`src/pkg/imi_pkg.sv`:
```
// Shared constants, event indices and types for the two-wire master with events
package imi_pkg;
  // ----------------------------------------------------------------
  // Widths and depths
  // ----------------------------------------------------------------
  localparam int CMD_W = 9;
  localparam int TXF_DEPTH = 4;
  localparam int RXF_DEPTH = 4;
  localparam int LVL_W = 3;
  localparam int CNT_W = 16;
  localparam int NEV = 12;
  // Command word field and abandon cause bit
  localparam int CMD_DIR_BIT = 8;
  localparam int ABN_SLVRD_BIT = 15;
  // Event bit positions in the status vectors
  localparam int EV_RX_UNDER = 0;
  localparam int EV_RX_OVER = 1;
  localparam int EV_RX_FULL = 2;
  localparam int EV_TX_OVER = 3;
  localparam int EV_TX_EMPTY = 4;
  localparam int EV_RD_REQ = 5;
  localparam int EV_TRANSMIT_ABANDON_FLAG = 6;
  localparam int EV_RX_DONE = 7;
  localparam int EV_ACTIVITY = 8;
  localparam int EV_STOP = 9;
  localparam int EV_START = 10;
  localparam int EV_GCALL = 11;
  // Values after reset
  localparam logic [CNT_W-1:0] HCNT_RST = 16'h0000;
  localparam logic [CNT_W-1:0] LCNT_RST = 16'h0000;
  localparam logic [NEV-1:0] MASK_RST = 12'h000;
  // Target modes
  localparam logic [1:0] TGT_NORMAL = 2'h0;
  localparam logic [1:0] TGT_GCALL = 2'h1;
  localparam logic [1:0] TGT_STARTB = 2'h2;
  localparam logic [7:0] GCALL_ADDR = 8'h00;
  localparam logic [7:0] STARTB_VAL = 8'h01;
  localparam logic [4:0] TENBIT_HDR = 5'h1e;
  typedef enum logic [3:0] {
    IMI_IDLE, IMI_START, IMI_BIT, IMI_ACK, IMI_NEXT, IMI_STOP, IMI_HOLD
  } imi_state_e;
endpackage

```
`src/pkg/imi_fifo_if.sv`:
```
// Valid/ready carrier between the main logic and its two-entry buffers
`timescale 1ns/1ps
interface imi_fifo_if #(parameter int W = 9);
  logic in_valid;
  logic in_ready;
  logic [W-1:0] in_data;
  logic out_valid;
  logic out_ready;
  logic [W-1:0] out_data;
  logic flush;
  logic [1:0] level;
  modport buf_side (input in_valid, in_data, out_ready, flush,
    output in_ready, out_valid, out_data, level);
  modport user_side (output in_valid, in_data, out_ready, flush,
    input in_ready, out_valid, out_data, level);
endinterface

```
`src/logic/imi_buf2.sv`:
```
// Two-entry valid/ready buffer with flush and level
`timescale 1ns/1ps
module imi_buf2 #(
  parameter int W = 9
) (
  input wire logic core_clk_i, // Clock
  input wire logic rst_i, // Sync reset
  input wire logic ce_i, // Clock enable
  imi_fifo_if.buf_side f // Carrier
);
  typedef struct packed {
    logic [1:0][W-1:0] mem;
    logic [1:0] cnt;
  } imi_buf_s;
  imi_buf_s st_reg, st_next;
  logic push, pop;

  // Handshakes come straight from the fill level
  assign f.in_ready = (st_reg.cnt != 2'd2);
  assign f.out_valid = (st_reg.cnt != 2'd0);
  assign f.out_data = st_reg.mem[0];
  assign f.level = st_reg.cnt;
  assign push = f.in_valid && f.in_ready;
  assign pop = f.out_valid && f.out_ready;

  // Shift register form keeps the head in slot 0
  always_comb begin
    st_next = st_reg;
    if (pop) begin
      st_next.mem[0] = st_reg.mem[1];
    end
    if (push) begin
      st_next.mem[st_reg.cnt - {1'b0, pop}] = f.in_data;
    end
    st_next.cnt = st_reg.cnt + {1'b0, push} - {1'b0, pop};
    if (f.flush) begin
      st_next.cnt = 2'd0;
    end
  end

  always_ff @(posedge core_clk_i) begin
    if (rst_i) begin
      st_reg <= '0;
    end else if (ce_i) begin
      st_reg <= st_next;
    end
  end

  a_buf_no_over: assert property (@(posedge core_clk_i) disable iff (rst_i)
    st_reg.cnt <= 2'd2) else $error("buffer level above two");
endmodule // imi_buf2

```
`src/logic/imi_sync3.sv`:
```
// Three-stage input synchroniser, change taken when stages two and three agree
`timescale 1ns/1ps
module imi_sync3 (
  input wire logic core_clk_i, // Clock
  input wire logic rst_i, // Sync reset
  input wire logic ce_i, // Clock enable
  input wire logic d_i, // Async input
  output logic q_o // Filtered level
);
  typedef struct packed {
    logic s1;
    logic s2;
    logic s3;
    logic q;
  } imi_sync_s;
  imi_sync_s st_reg, st_next;

  // First stage feeds only the second
  always_comb begin
    st_next = st_reg;
    st_next.s1 = d_i;
    st_next.s2 = st_reg.s1;
    st_next.s3 = st_reg.s2;
    if (st_reg.s2 == st_reg.s3) begin
      st_next.q = st_reg.s3;
    end
  end

  always_ff @(posedge core_clk_i) begin
    if (rst_i) begin
      st_reg <= 4'hf;
    end else if (ce_i) begin
      st_reg <= st_next;
    end
  end
  assign q_o = st_reg.q;
endmodule // imi_sync3

```
`src/logic/imi_master.sv`:
```
// Two-wire bus master with command queue, event flags and mask
// What this block does
// - Disabled controller keeps both buffers empty
// - Enabled with queued command: START then address
// - Empty transmit queue ends with STOP
// - Command word: byte low, bit 8 read
// - Reads and writes mix freely in queue
// - Target holds 10-bit address, broadcast/start-byte mode
// - Master and slave address widths set independently
// - Read command during slave transmit is dropped
// - Conflict sets cause bit 15, abandon flag
// - Conflict raises read request; slave transmit busy holds clock low mid-transfer
// - Clock low/high for programmed cycle counts
// - Count writes taken only while disabled
// - Each event has its own mask bit
// - Raw and masked status both readable
// - Events cover bus, transfer and buffer conditions
// - Clear strobes clear one event, or all but activity
// - Buffer empty/full flags clear by hardware only
// - Activity clears by own strobe or idle-disabled
// - Combined event output feeds interrupt endpoint
// - Disable finishes current transfer, then flushes
`timescale 1ns/1ps
module imi_master
  import imi_pkg::*;
(
  input wire logic core_clk_i, // Clock, 100 MHz
  input wire logic rst_i, // Sync reset, active high
  input wire logic ce_i, // Clock enable
  input wire logic enable_i, // Controller enable
  input wire logic [9:0] remote_target_setting_i, // Target address
  input wire logic [1:0] target_mode_i, // Normal, broadcast, start byte
  input wire logic master_10bit_i, // Master uses 10-bit address
  input wire logic [9:0] own_slave_address_i, // Own slave address
  input wire logic slave_10bit_i, // Slave uses 10-bit address
  input wire logic slave_tx_busy_i, // Slave transmit in progress
  input wire logic [imi_pkg::CNT_W-1:0] clock_high_count_i, // High count
  input wire logic [imi_pkg::CNT_W-1:0] clock_low_count_i, // Low count
  input wire logic cmd_valid_i, // Command word strobe
  input wire logic [imi_pkg::CMD_W-1:0] cmd_data_i, // Command word
  output logic cmd_ready_o, // Command accepted
  output logic rx_valid_o, // Received byte available
  output logic [7:0] rx_data_o, // Received byte
  input wire logic rx_ready_i, // Receiver takes byte
  input wire logic [1:0] tx_threshold_i, // Transmit threshold level
  input wire logic [1:0] rx_threshold_i, // Receive threshold level
  input wire logic [imi_pkg::NEV-1:0] event_enable_bits_i, // Event mask
  input wire logic [imi_pkg::NEV-1:0] event_clear_i, // Per-event clear
  input wire logic global_event_clear_i, // Clear all events except activity
  output logic [imi_pkg::NEV-1:0] unmasked_event_status_o, // Raw events
  output logic [imi_pkg::NEV-1:0] masked_event_status_o, // Masked events
  output logic [15:0] abandon_cause_bits_o, // Abandon causes
  output logic enable_status_o, // Controller active status
  output logic event_o, // Combined event to endpoint
  input wire logic scl_i, // Serial clock line in
  output logic scl_o, // Serial clock line out
  output logic scl_oe_o, // Serial clock drive
  input wire logic sda_i, // Data line in
  output logic sda_o, // Data line out
  output logic sda_oe_o // Data line drive
);
  import imi_pkg::*;

  // ----------------------------------------------------------------
  // State
  // ----------------------------------------------------------------
  typedef struct packed {
    imi_state_e fsm;
    logic [CNT_W-1:0] hcnt;
    logic [CNT_W-1:0] lcnt;
    logic [CNT_W-1:0] tick;
    logic phase; // 0 low half, 1 high half
    logic [3:0] bitn;
    logic [7:0] shreg;
    logic is_read;
    logic [1:0] addr_step;
    logic addr_done;
    logic en_act;
    logic nack;
    logic [NEV-1:0] raw;
    logic [15:0] cause;
    logic scl_drv;
    logic sda_drv;
    logic [7:0] rxb;
    logic rx_push;
  } imi_s;
  imi_s st_reg, st_next;

  logic scl_s, sda_s;
  imi_fifo_if #(.W(CMD_W)) txq ();
  imi_fifo_if #(.W(8)) rxq ();

  // ----------------------------------------------------------------
  // Pin sampling and buffers
  // ----------------------------------------------------------------
  imi_sync3 u_scl (.core_clk_i(core_clk_i), .rst_i(rst_i), .ce_i(ce_i),
    .d_i(scl_i), .q_o(scl_s));
  imi_sync3 u_sda (.core_clk_i(core_clk_i), .rst_i(rst_i), .ce_i(ce_i),
    .d_i(sda_i), .q_o(sda_s));
  imi_buf2 #(.W(CMD_W)) u_txq (.core_clk_i(core_clk_i), .rst_i(rst_i),
    .ce_i(ce_i), .f(txq.buf_side));
  imi_buf2 #(.W(8)) u_rxq (.core_clk_i(core_clk_i), .rst_i(rst_i),
    .ce_i(ce_i), .f(rxq.buf_side));

  logic conflict;
  logic tx_idle_flush;
  // A read command during slave transmit is swallowed, not queued
  assign conflict = cmd_valid_i && cmd_data_i[CMD_DIR_BIT] && slave_tx_busy_i;
  // Disabled controller: accept and drop commands, keep queues empty
  assign tx_idle_flush = !st_reg.en_act;
  assign txq.in_valid = cmd_valid_i && !conflict && st_reg.en_act;
  assign txq.in_data = cmd_data_i;
  assign txq.flush = tx_idle_flush;
  assign cmd_ready_o = !st_reg.en_act || conflict || txq.in_ready;
  assign rxq.in_valid = st_reg.rx_push;
  assign rxq.in_data = st_reg.rxb;
  assign rxq.flush = tx_idle_flush;
  assign rxq.out_ready = rx_ready_i;
  assign rx_valid_o = rxq.out_valid;
  assign rx_data_o = rxq.out_data;

  logic tick_done;
  logic [7:0] addr_byte;
  logic [NEV-1:0] set_ev, soft_clr;
  logic [1:0] rxlvl_next;
  assign tick_done = (st_reg.tick == '0);

  // Address phase bytes by target mode and addressing width
  always_comb begin
    addr_byte = {remote_target_setting_i[6:0], 1'b0};
    if (target_mode_i == TGT_GCALL) begin
      addr_byte = GCALL_ADDR;
    end else if (target_mode_i == TGT_STARTB) begin
      addr_byte = STARTB_VAL;
    end else if (master_10bit_i && st_reg.addr_step == 2'd0) begin
      addr_byte = {TENBIT_HDR, remote_target_setting_i[9:8], 1'b0};
    end else if (master_10bit_i) begin
      addr_byte = remote_target_setting_i[7:0];
    end
  end

  // ----------------------------------------------------------------
  // Next-state logic
  // ----------------------------------------------------------------
  always_comb begin
    st_next = st_reg;
    st_next.rx_push = 1'b0;
    set_ev = '0;
    txq.out_ready = 1'b0;
    rxlvl_next = rxq.level;
    // Counts change only while the controller is held off
    if (!enable_i && !st_reg.en_act) begin
      st_next.hcnt = clock_high_count_i;
      st_next.lcnt = clock_low_count_i;
    end
    if (st_reg.tick != '0) begin
      st_next.tick = st_reg.tick - 16'h0001;
    end
    // Enable off takes effect only between transfers
    if (enable_i) begin
      st_next.en_act = 1'b1;
    end else if (st_reg.fsm == IMI_IDLE) begin
      st_next.en_act = 1'b0;
    end
    case (st_reg.fsm)
      IMI_IDLE: begin
        st_next.scl_drv = 1'b0;
        st_next.sda_drv = 1'b0;
        st_next.addr_done = 1'b0;
        st_next.addr_step = 2'd0;
        if (st_reg.en_act && enable_i && txq.out_valid) begin
          st_next.sda_drv = 1'b1;
          st_next.tick = st_reg.hcnt;
          st_next.fsm = IMI_START;
          set_ev[EV_START] = 1'b1;
          set_ev[EV_ACTIVITY] = 1'b1;
        end
      end
      IMI_START: begin
        if (tick_done) begin
          st_next.scl_drv = 1'b1;
          st_next.shreg = addr_byte | {7'h00, txq.out_data[CMD_DIR_BIT]
            & !master_10bit_i & (target_mode_i == TGT_NORMAL)};
          st_next.is_read = 1'b0;
          st_next.bitn = 4'd0;
          st_next.phase = 1'b0;
          st_next.tick = st_reg.lcnt;
          st_next.fsm = IMI_BIT;
        end
      end
      IMI_BIT, IMI_ACK: begin
        if (slave_tx_busy_i && st_reg.phase == 1'b0) begin
          st_next.fsm = IMI_HOLD;
        end else if (tick_done && st_reg.phase == 1'b0) begin
          st_next.scl_drv = 1'b0;
          st_next.phase = 1'b1;
          st_next.tick = st_reg.hcnt;
        end else if (tick_done && scl_s) begin
          st_next.scl_drv = 1'b1;
          st_next.phase = 1'b0;
          st_next.tick = st_reg.lcnt;
          if (st_reg.fsm == IMI_ACK) begin
            st_next.fsm = IMI_NEXT;
            st_next.nack = sda_s && !st_reg.is_read;
            if (st_reg.is_read) begin
              st_next.rx_push = 1'b1;
              st_next.rxb = st_reg.shreg;
              set_ev[EV_RX_OVER] = !rxq.in_ready;
              rxlvl_next = rxq.level + 2'd1;
            end
          end else begin
            if (st_reg.is_read) begin
              st_next.shreg = {st_reg.shreg[6:0], sda_s};
            end else begin
              st_next.shreg = {st_reg.shreg[6:0], 1'b0};
            end
            st_next.bitn = st_reg.bitn + 4'd1;
            if (st_reg.bitn == 4'd7) begin
              st_next.fsm = IMI_ACK;
            end
          end
        end
        // Set data in the low half, hold it through the high half; release for reads
        if (st_reg.fsm == IMI_BIT) begin
          st_next.sda_drv = !st_reg.is_read && !st_next.shreg[7];
        end else begin
          // Head was popped when this byte loaded: ACK only if more follow
          st_next.sda_drv = st_reg.is_read && txq.out_valid;
        end
        if (st_reg.fsm == IMI_BIT && st_next.fsm == IMI_BIT) begin
          st_next.sda_drv = st_reg.is_read ? 1'b0 : !st_reg.shreg[7];
        end
      end
      IMI_NEXT: begin
        if (st_reg.nack) begin
          set_ev[EV_TRANSMIT_ABANDON_FLAG] = 1'b1;
          st_next.fsm = IMI_STOP;
        end else if (!st_reg.addr_done && master_10bit_i
            && target_mode_i == TGT_NORMAL && st_reg.addr_step == 2'd0) begin
          st_next.addr_step = 2'd1;
          // Step is still 0 here, so the low byte is taken directly
          st_next.shreg = remote_target_setting_i[7:0];
          st_next.bitn = 4'd0;
          st_next.fsm = IMI_BIT;
        end else begin
          st_next.addr_done = 1'b1;
          // Pop each command as it loads, so the head is never the
          // byte just sent; STOP once the queue has run dry
          if (txq.out_valid) begin
            txq.out_ready = 1'b1;
            st_next.is_read = txq.out_data[CMD_DIR_BIT];
            st_next.shreg = txq.out_data[7:0];
            st_next.bitn = 4'd0;
            st_next.fsm = IMI_BIT;
          end else begin
            st_next.fsm = IMI_STOP;
          end
        end
        st_next.sda_drv = 1'b1;
        st_next.tick = st_reg.lcnt;
        st_next.phase = 1'b0;
      end
      IMI_STOP: begin
        if (tick_done && st_reg.scl_drv) begin
          st_next.scl_drv = 1'b0;
          st_next.tick = st_reg.hcnt;
        end else if (tick_done && scl_s) begin
          st_next.sda_drv = 1'b0;
          st_next.fsm = IMI_IDLE;
          // No pop here: a word queued during STOP must survive
          set_ev[EV_STOP] = 1'b1;
          st_next.nack = 1'b0;
        end
      end
      IMI_HOLD: begin
        st_next.scl_drv = 1'b1;
        if (!slave_tx_busy_i) begin
          st_next.fsm = IMI_BIT;
        end
      end
      default: begin
        st_next.fsm = IMI_IDLE;
      end
    endcase
    // Event sources; hardware set wins over any clear
    set_ev[EV_TRANSMIT_ABANDON_FLAG] = set_ev[EV_TRANSMIT_ABANDON_FLAG] | conflict;
    set_ev[EV_RD_REQ] = conflict;
    set_ev[EV_TX_OVER] = cmd_valid_i && st_reg.en_act && !conflict && !txq.in_ready;
    set_ev[EV_RX_UNDER] = rx_ready_i && !rxq.out_valid;
    set_ev[EV_GCALL] = st_reg.fsm == IMI_START && target_mode_i == TGT_GCALL;
    set_ev[EV_RX_DONE] = 1'b0;
    soft_clr = event_clear_i;
    if (global_event_clear_i) begin
      soft_clr = soft_clr | ~(NEV'(1) << EV_ACTIVITY);
    end
    st_next.raw = (st_reg.raw & ~soft_clr) | set_ev;
    // Level events follow the buffers directly
    st_next.raw[EV_TX_EMPTY] = (txq.level <= tx_threshold_i);
    st_next.raw[EV_RX_FULL] = (rxlvl_next > rx_threshold_i);
    if (!st_reg.en_act && st_reg.fsm == IMI_IDLE && scl_s && sda_s
        && !set_ev[EV_ACTIVITY]) begin
      st_next.raw[EV_ACTIVITY] = 1'b0;
    end
    st_next.cause = st_reg.cause;
    if (soft_clr[EV_TRANSMIT_ABANDON_FLAG]) begin
      st_next.cause = '0;
    end
    if (conflict) begin
      st_next.cause[ABN_SLVRD_BIT] = 1'b1;
    end
  end

  always_ff @(posedge core_clk_i) begin
    if (rst_i) begin
      st_reg <= '0;
      st_reg.hcnt <= HCNT_RST;
      st_reg.lcnt <= LCNT_RST;
    end else if (ce_i) begin
      st_reg <= st_next;
    end
  end

  // ----------------------------------------------------------------
  // Outputs
  // ----------------------------------------------------------------
  // Open drain: drive low only, enable while pulling
  assign scl_o = 1'b0;
  assign sda_o = 1'b0;
  assign scl_oe_o = st_reg.scl_drv;
  assign sda_oe_o = st_reg.sda_drv;
  assign unmasked_event_status_o = st_reg.raw;
  assign masked_event_status_o = st_reg.raw & event_enable_bits_i;
  assign event_o = |(st_reg.raw & event_enable_bits_i);
  assign abandon_cause_bits_o = st_reg.cause;
  assign enable_status_o = st_reg.en_act;

  // ----------------------------------------------------------------
  // Checks
  // ----------------------------------------------------------------
  a_conflict_flags: assert property (@(posedge core_clk_i) disable iff (rst_i)
    ce_i && conflict |=> st_reg.raw[EV_TRANSMIT_ABANDON_FLAG] && st_reg.cause[ABN_SLVRD_BIT]
    && st_reg.raw[EV_RD_REQ]) else $error("conflict flags not set");
  a_conflict_drop: assert property (@(posedge core_clk_i) disable iff (rst_i)
    conflict |-> !txq.in_valid) else $error("conflicting read queued");
  a_disabled_empty: assert property (@(posedge core_clk_i) disable iff (rst_i)
    ce_i && !st_reg.en_act |=> txq.level == 2'd0 || st_reg.en_act)
    else $error("queue holds data while disabled");
  a_cnt_locked: assert property (@(posedge core_clk_i) disable iff (rst_i)
    ce_i && st_reg.en_act |=> $stable(st_reg.hcnt) && $stable(st_reg.lcnt))
    else $error("count changed while enabled");
  a_mask_out: assert property (@(posedge core_clk_i) disable iff (rst_i)
    event_o == |masked_event_status_o) else $error("event output mismatch");
  a_start_begin: assert property (@(posedge core_clk_i) disable iff (rst_i)
    ce_i && st_reg.fsm == IMI_IDLE && st_reg.en_act && enable_i && txq.out_valid
    |=> st_reg.sda_drv && !st_reg.scl_drv) else $error("no start issued");
  a_global_keep_act: assert property (@(posedge core_clk_i) disable iff (rst_i)
    ce_i && global_event_clear_i && !event_clear_i[EV_ACTIVITY] && st_reg.raw[EV_ACTIVITY]
    && st_reg.en_act |=> st_reg.raw[EV_ACTIVITY]) else $error("activity lost");
  a_soft_clear: assert property (@(posedge core_clk_i) disable iff (rst_i)
    ce_i && global_event_clear_i && !set_ev[EV_STOP] |=> !st_reg.raw[EV_STOP])
    else $error("global clear ignored");
endmodule // imi_master

```
`config.mk`:
```
export PLATFORM = sky130hd
export DESIGN_NAME = imi_master
export DESIGN_NICKNAME = d
export VERILOG_FILES = /design/src/pkg/imi_pkg.sv /design/src/pkg/imi_fifo_if.sv /design/src/logic/imi_buf2.sv /design/src/logic/imi_sync3.sv /design/src/logic/imi_master.sv
export SDC_FILE = /design/constraint.sdc
export NUM_CORES = 1
export LEC_CHECK = 0
export BUFFER_PORTS_ARGS = -buffer_cell sky130_fd_sc_hd__buf_2
export CORE_ASPECT_RATIO = 0.7
export CORE_MARGIN = 4
export CORE_UTILIZATION = 60
export CTS_CLUSTER_SIZE = 25
export DETAILED_ROUTE_END_ITERATION = 8
export GPL_TIMING_DRIVEN = 0
export PLACE_DENSITY = 0.82
export SLEW_MARGIN = 20
export SYNTH_ARGS = -nofsm -noshare
export SYNTH_HDL_FRONTEND = slang
export SYNTH_HIERARCHICAL = 1
export SYNTH_SLANG_ARGS = --single-unit
```
`constraint.sdc`:
```
create_clock -name core_clk_i -period 6 [get_ports core_clk_i]
set_input_delay 1.5 -clock core_clk_i [delete_from_list [all_inputs] [get_ports core_clk_i]]
set_output_delay 1.5 -clock core_clk_i [all_outputs]
set_load 0.01 [all_outputs]
```
==> flow_summary.json <==
{
  "avgSynthCellArea_um2": 7.84,
  "dpl.hpwl_um": 22000,
  "ys_types": 92,
  "drt-met1-wl_um": 12900,
  "slew_headroom_pct": 42.3,
  "clk_pin_slew_ps": 60,
  "tightest_slew_ps": 844,
  "globalplace.congestion": 1.05,
  "drt_iter0_markers": 1065,
  "cts_max_path_buffers": 2,
  "synthTopCellsByCount": "dfxtp_1 (140), nand2_1 (126), a21oi_1 (123)",
  "wl_met3_um": 4810,
  "yosysTopAreaCell": "dfxtp_1",
  "areaGrowthSynthToFinish_pct": 17.8,
  "slew_violations": 0,
  "netlist_instances": 1108,
  "grt_use_total_pct": 35.1,
  "cp-end-kind": "primary output",
  "top_layer": "met4",
  "cts_tree": "done",
  "wl_met2_um": 11500,
  "dpl.cell_count": 1442,
  "cp.required_ps": 4500,
  "syn-cell-area_mm2": 0.00869,
  "die_w_um": 152,
  "largest_reg_flops": 69,
  "min_from": "u_scl/st_next[2]",
  "num_vias": 9193,
  "rrSetupSlack_ps": 2690,
  "async_flop_share_pct": 0,
  "critPathLaunchType": "input pin",
  "drc_errors": 0,
  "io_buffers": 128,
  "status": "finished, final reports clean",
  "setup_violations": 0,
  "cts_root_buffer": "clkbuf_16",
  "max-cap-violations": 0,
  "synth_edf_count": 0,
  "hold_buffers": 0,
  "insertedDiodeCount": 0,
  "rsz0062_at_grt": "no",
  "p_int_uw": 1770,
  "final_cells": 1473,
  "postCtsSetupBuffers": 0,
  "yosys.cell_count.top_type": "dfxtp_1",
  "finalHoldViolations": 0,
  "rr_startpoint": "st_reg[58]",
  "overflow": 0,
  "crit_fanout": 2,
  "avgViaCountPerCell": 6.24,
  "holdPathEnd": "u_scl/st_next[1]",
  "antenna_left": 0,
  "antenna_found_initial": 0,
  "ys_seq_elements": 140,
  "final_net_count": 1385,
  "hold_class": "reg -> reg",
  "cts_resized": 0,
  "cts_made_buffers": 17,
  "timing.fmax_mhz": 259,
  "crit_type": "in -> out",
  "ys_seq_area_share_pct": 32.3,
  "fp.dieH_um": 109,
  "htreeDepth": 4,
  "combPwrFrac_pct": 13.9,
  "arrival_ps": 2370,
  "fin_crit_sh_pct": 64.4,
  "swShare_pct": 27.3,
  "wl_um": 29700,
  "start_util_pct": 61.8,
  "setup_tns_ps": 0,
  "r2r-end": "st_reg[39]",
  "power.switching_uw": 666,
  "final_layout_size_suffix_gt1_share_pct": 22.8,
  "layout_min_cycle_time_ps": 3870,
  "seq_power_share_pct": 40.9,
  "firstDrtPassIters": 6,
  "pin_count": 159,
  "core_area_mm2": 0.0141,
  "grt_pass1_vias": 8285,
  "yosys-top-cells-area": "dfxtp_1 (32%), a21oi_1 (7.1%), nand2_1 (5.4%)",
  "pwr-share-clk_pct": 45.1,
  "ys_warn_count": 6,
  "worstRegToRegCells": 10,
  "peakVddDrop_v": 0.000203,
  "rows": 36,
  "synth_top_area_share_pct": 32.3,
  "min_path_cells": 1,
  "grt_pass1_wl_um": 45600,
  "die_area_mm2": 0.0165,
  "worstSkewPairLatency_ps": 430,
  "static-leakage-power_uw": 0.00400,
  "powerDensity_mw_per_mm2": 238,
  "cts.sinks": 140,
  "wire_per_inst_um": 20.2,
  "fin_skew_ps": 9.91,
  "synth_flop_cell": "dfxtp_1",
  "grt_max_degree": 32
}
==> routing by layer <==
| layer | vias up | GRT usage, % |
|---|---|---|
| met5 | - | 0 |
| met4 | 0 | 8.72 |
| met3 | 51 | 15.8 |
| met2 | 640 | 48.2 |
| met1 | 4184 | 49.8 |
| li1 | 4318 | - |
==> layout by cell type (no fill, tap or decap), drive strengths merged, types with 11 or more instances in the layout <==
cell,instances
a221oi,13
buf,208
nor3,48
inv,27
a311oi,20
o22ai,12
ha,11
and2,23
clkbuf,73
nor4,14
xnor2,13
nand2,127
mux2i,13
nand2b,13
nand3,47
conb,17
a21oi,123
nand4,11
a211oi,11
o21ai,85
dfxtp,140
nor2,68
==> worst max path at each step <==
stage                                start                to  slack (ps)  cells past startpoint
floorplan                 target_mode_i[1]  u_txq/f.level[1]        2150                     12
global placement          target_mode_i[1]  u_txq/f.level[1]        1820                     13
detailed placement        target_mode_i[1]  u_txq/f.level[1]        1770                     13
CTS                 event_enable_bits_i[5]           event_o        2100                      5
global route              target_mode_i[1]  u_txq/f.level[1]        1990                     13
finish              event_enable_bits_i[5]           event_o        2130                      5
==> kinds of logic (layout without fill, tap and decap cells) <==
family,Yosys count,in the layout,share of synthesized area [%]
AOI/OAI and AO/OA,346,346,26.7
xor gates and xnor gates,13,13,1.31
adders and majority gates,11,11,1.58
buffers and inverters,158,317,9.91
DFF,140,140,32.3
muxes,19,19,2.27
other,1,17,0.0432
and+or+nand+nor,420,420,25.9
==> power groups by stage <==
stage | clock network (uW) | registers (uW) | logic [uW]
5_1_grt | 1140 | 1000 | 364
6_report | 1100 | 998 | 340
4_1_cts | 1100 | 995 | 328
3_5_place_dp | 0 | 1020 | 324
3_3_place_gp | 0 | 1010 | 322
2_1_floorplan | 0 | 1000 | 215
==> layout make-up <==
type,instances,area (um2)
Timing Repair Buffer,128,641
Tap cell,190,238
Inverter,26,97.6
Multi-Input combinational cell,826,5090
Fill cell,1171,3820
Buffer,132,763
Sequential cell,140,2800
Clock inverter,10,139
Clock buffer,21,470
==> stage by stage <==
stage	setup slack, ps	total power [uW]	util, %	hold WS, ps	area [um2]
final	2130	2440	72.8	459	10200
after global routing	1990	2510	72.8	465	10200
after CTS	2100	2430	72.8	459	10200
after detailed placement	1770	1340	68.5	442	9630
after global placement	1820	1340	68.5	437	9630
after floorplan	2150	1220	-	427	8750
==> worst max-delay path, cell delays in order <==
cell,delay [ps]
buf_2,90
and2_1,150
nor4_1,330
nand4_1,140
buf_2,150
(Power assumes the default switching activity.)
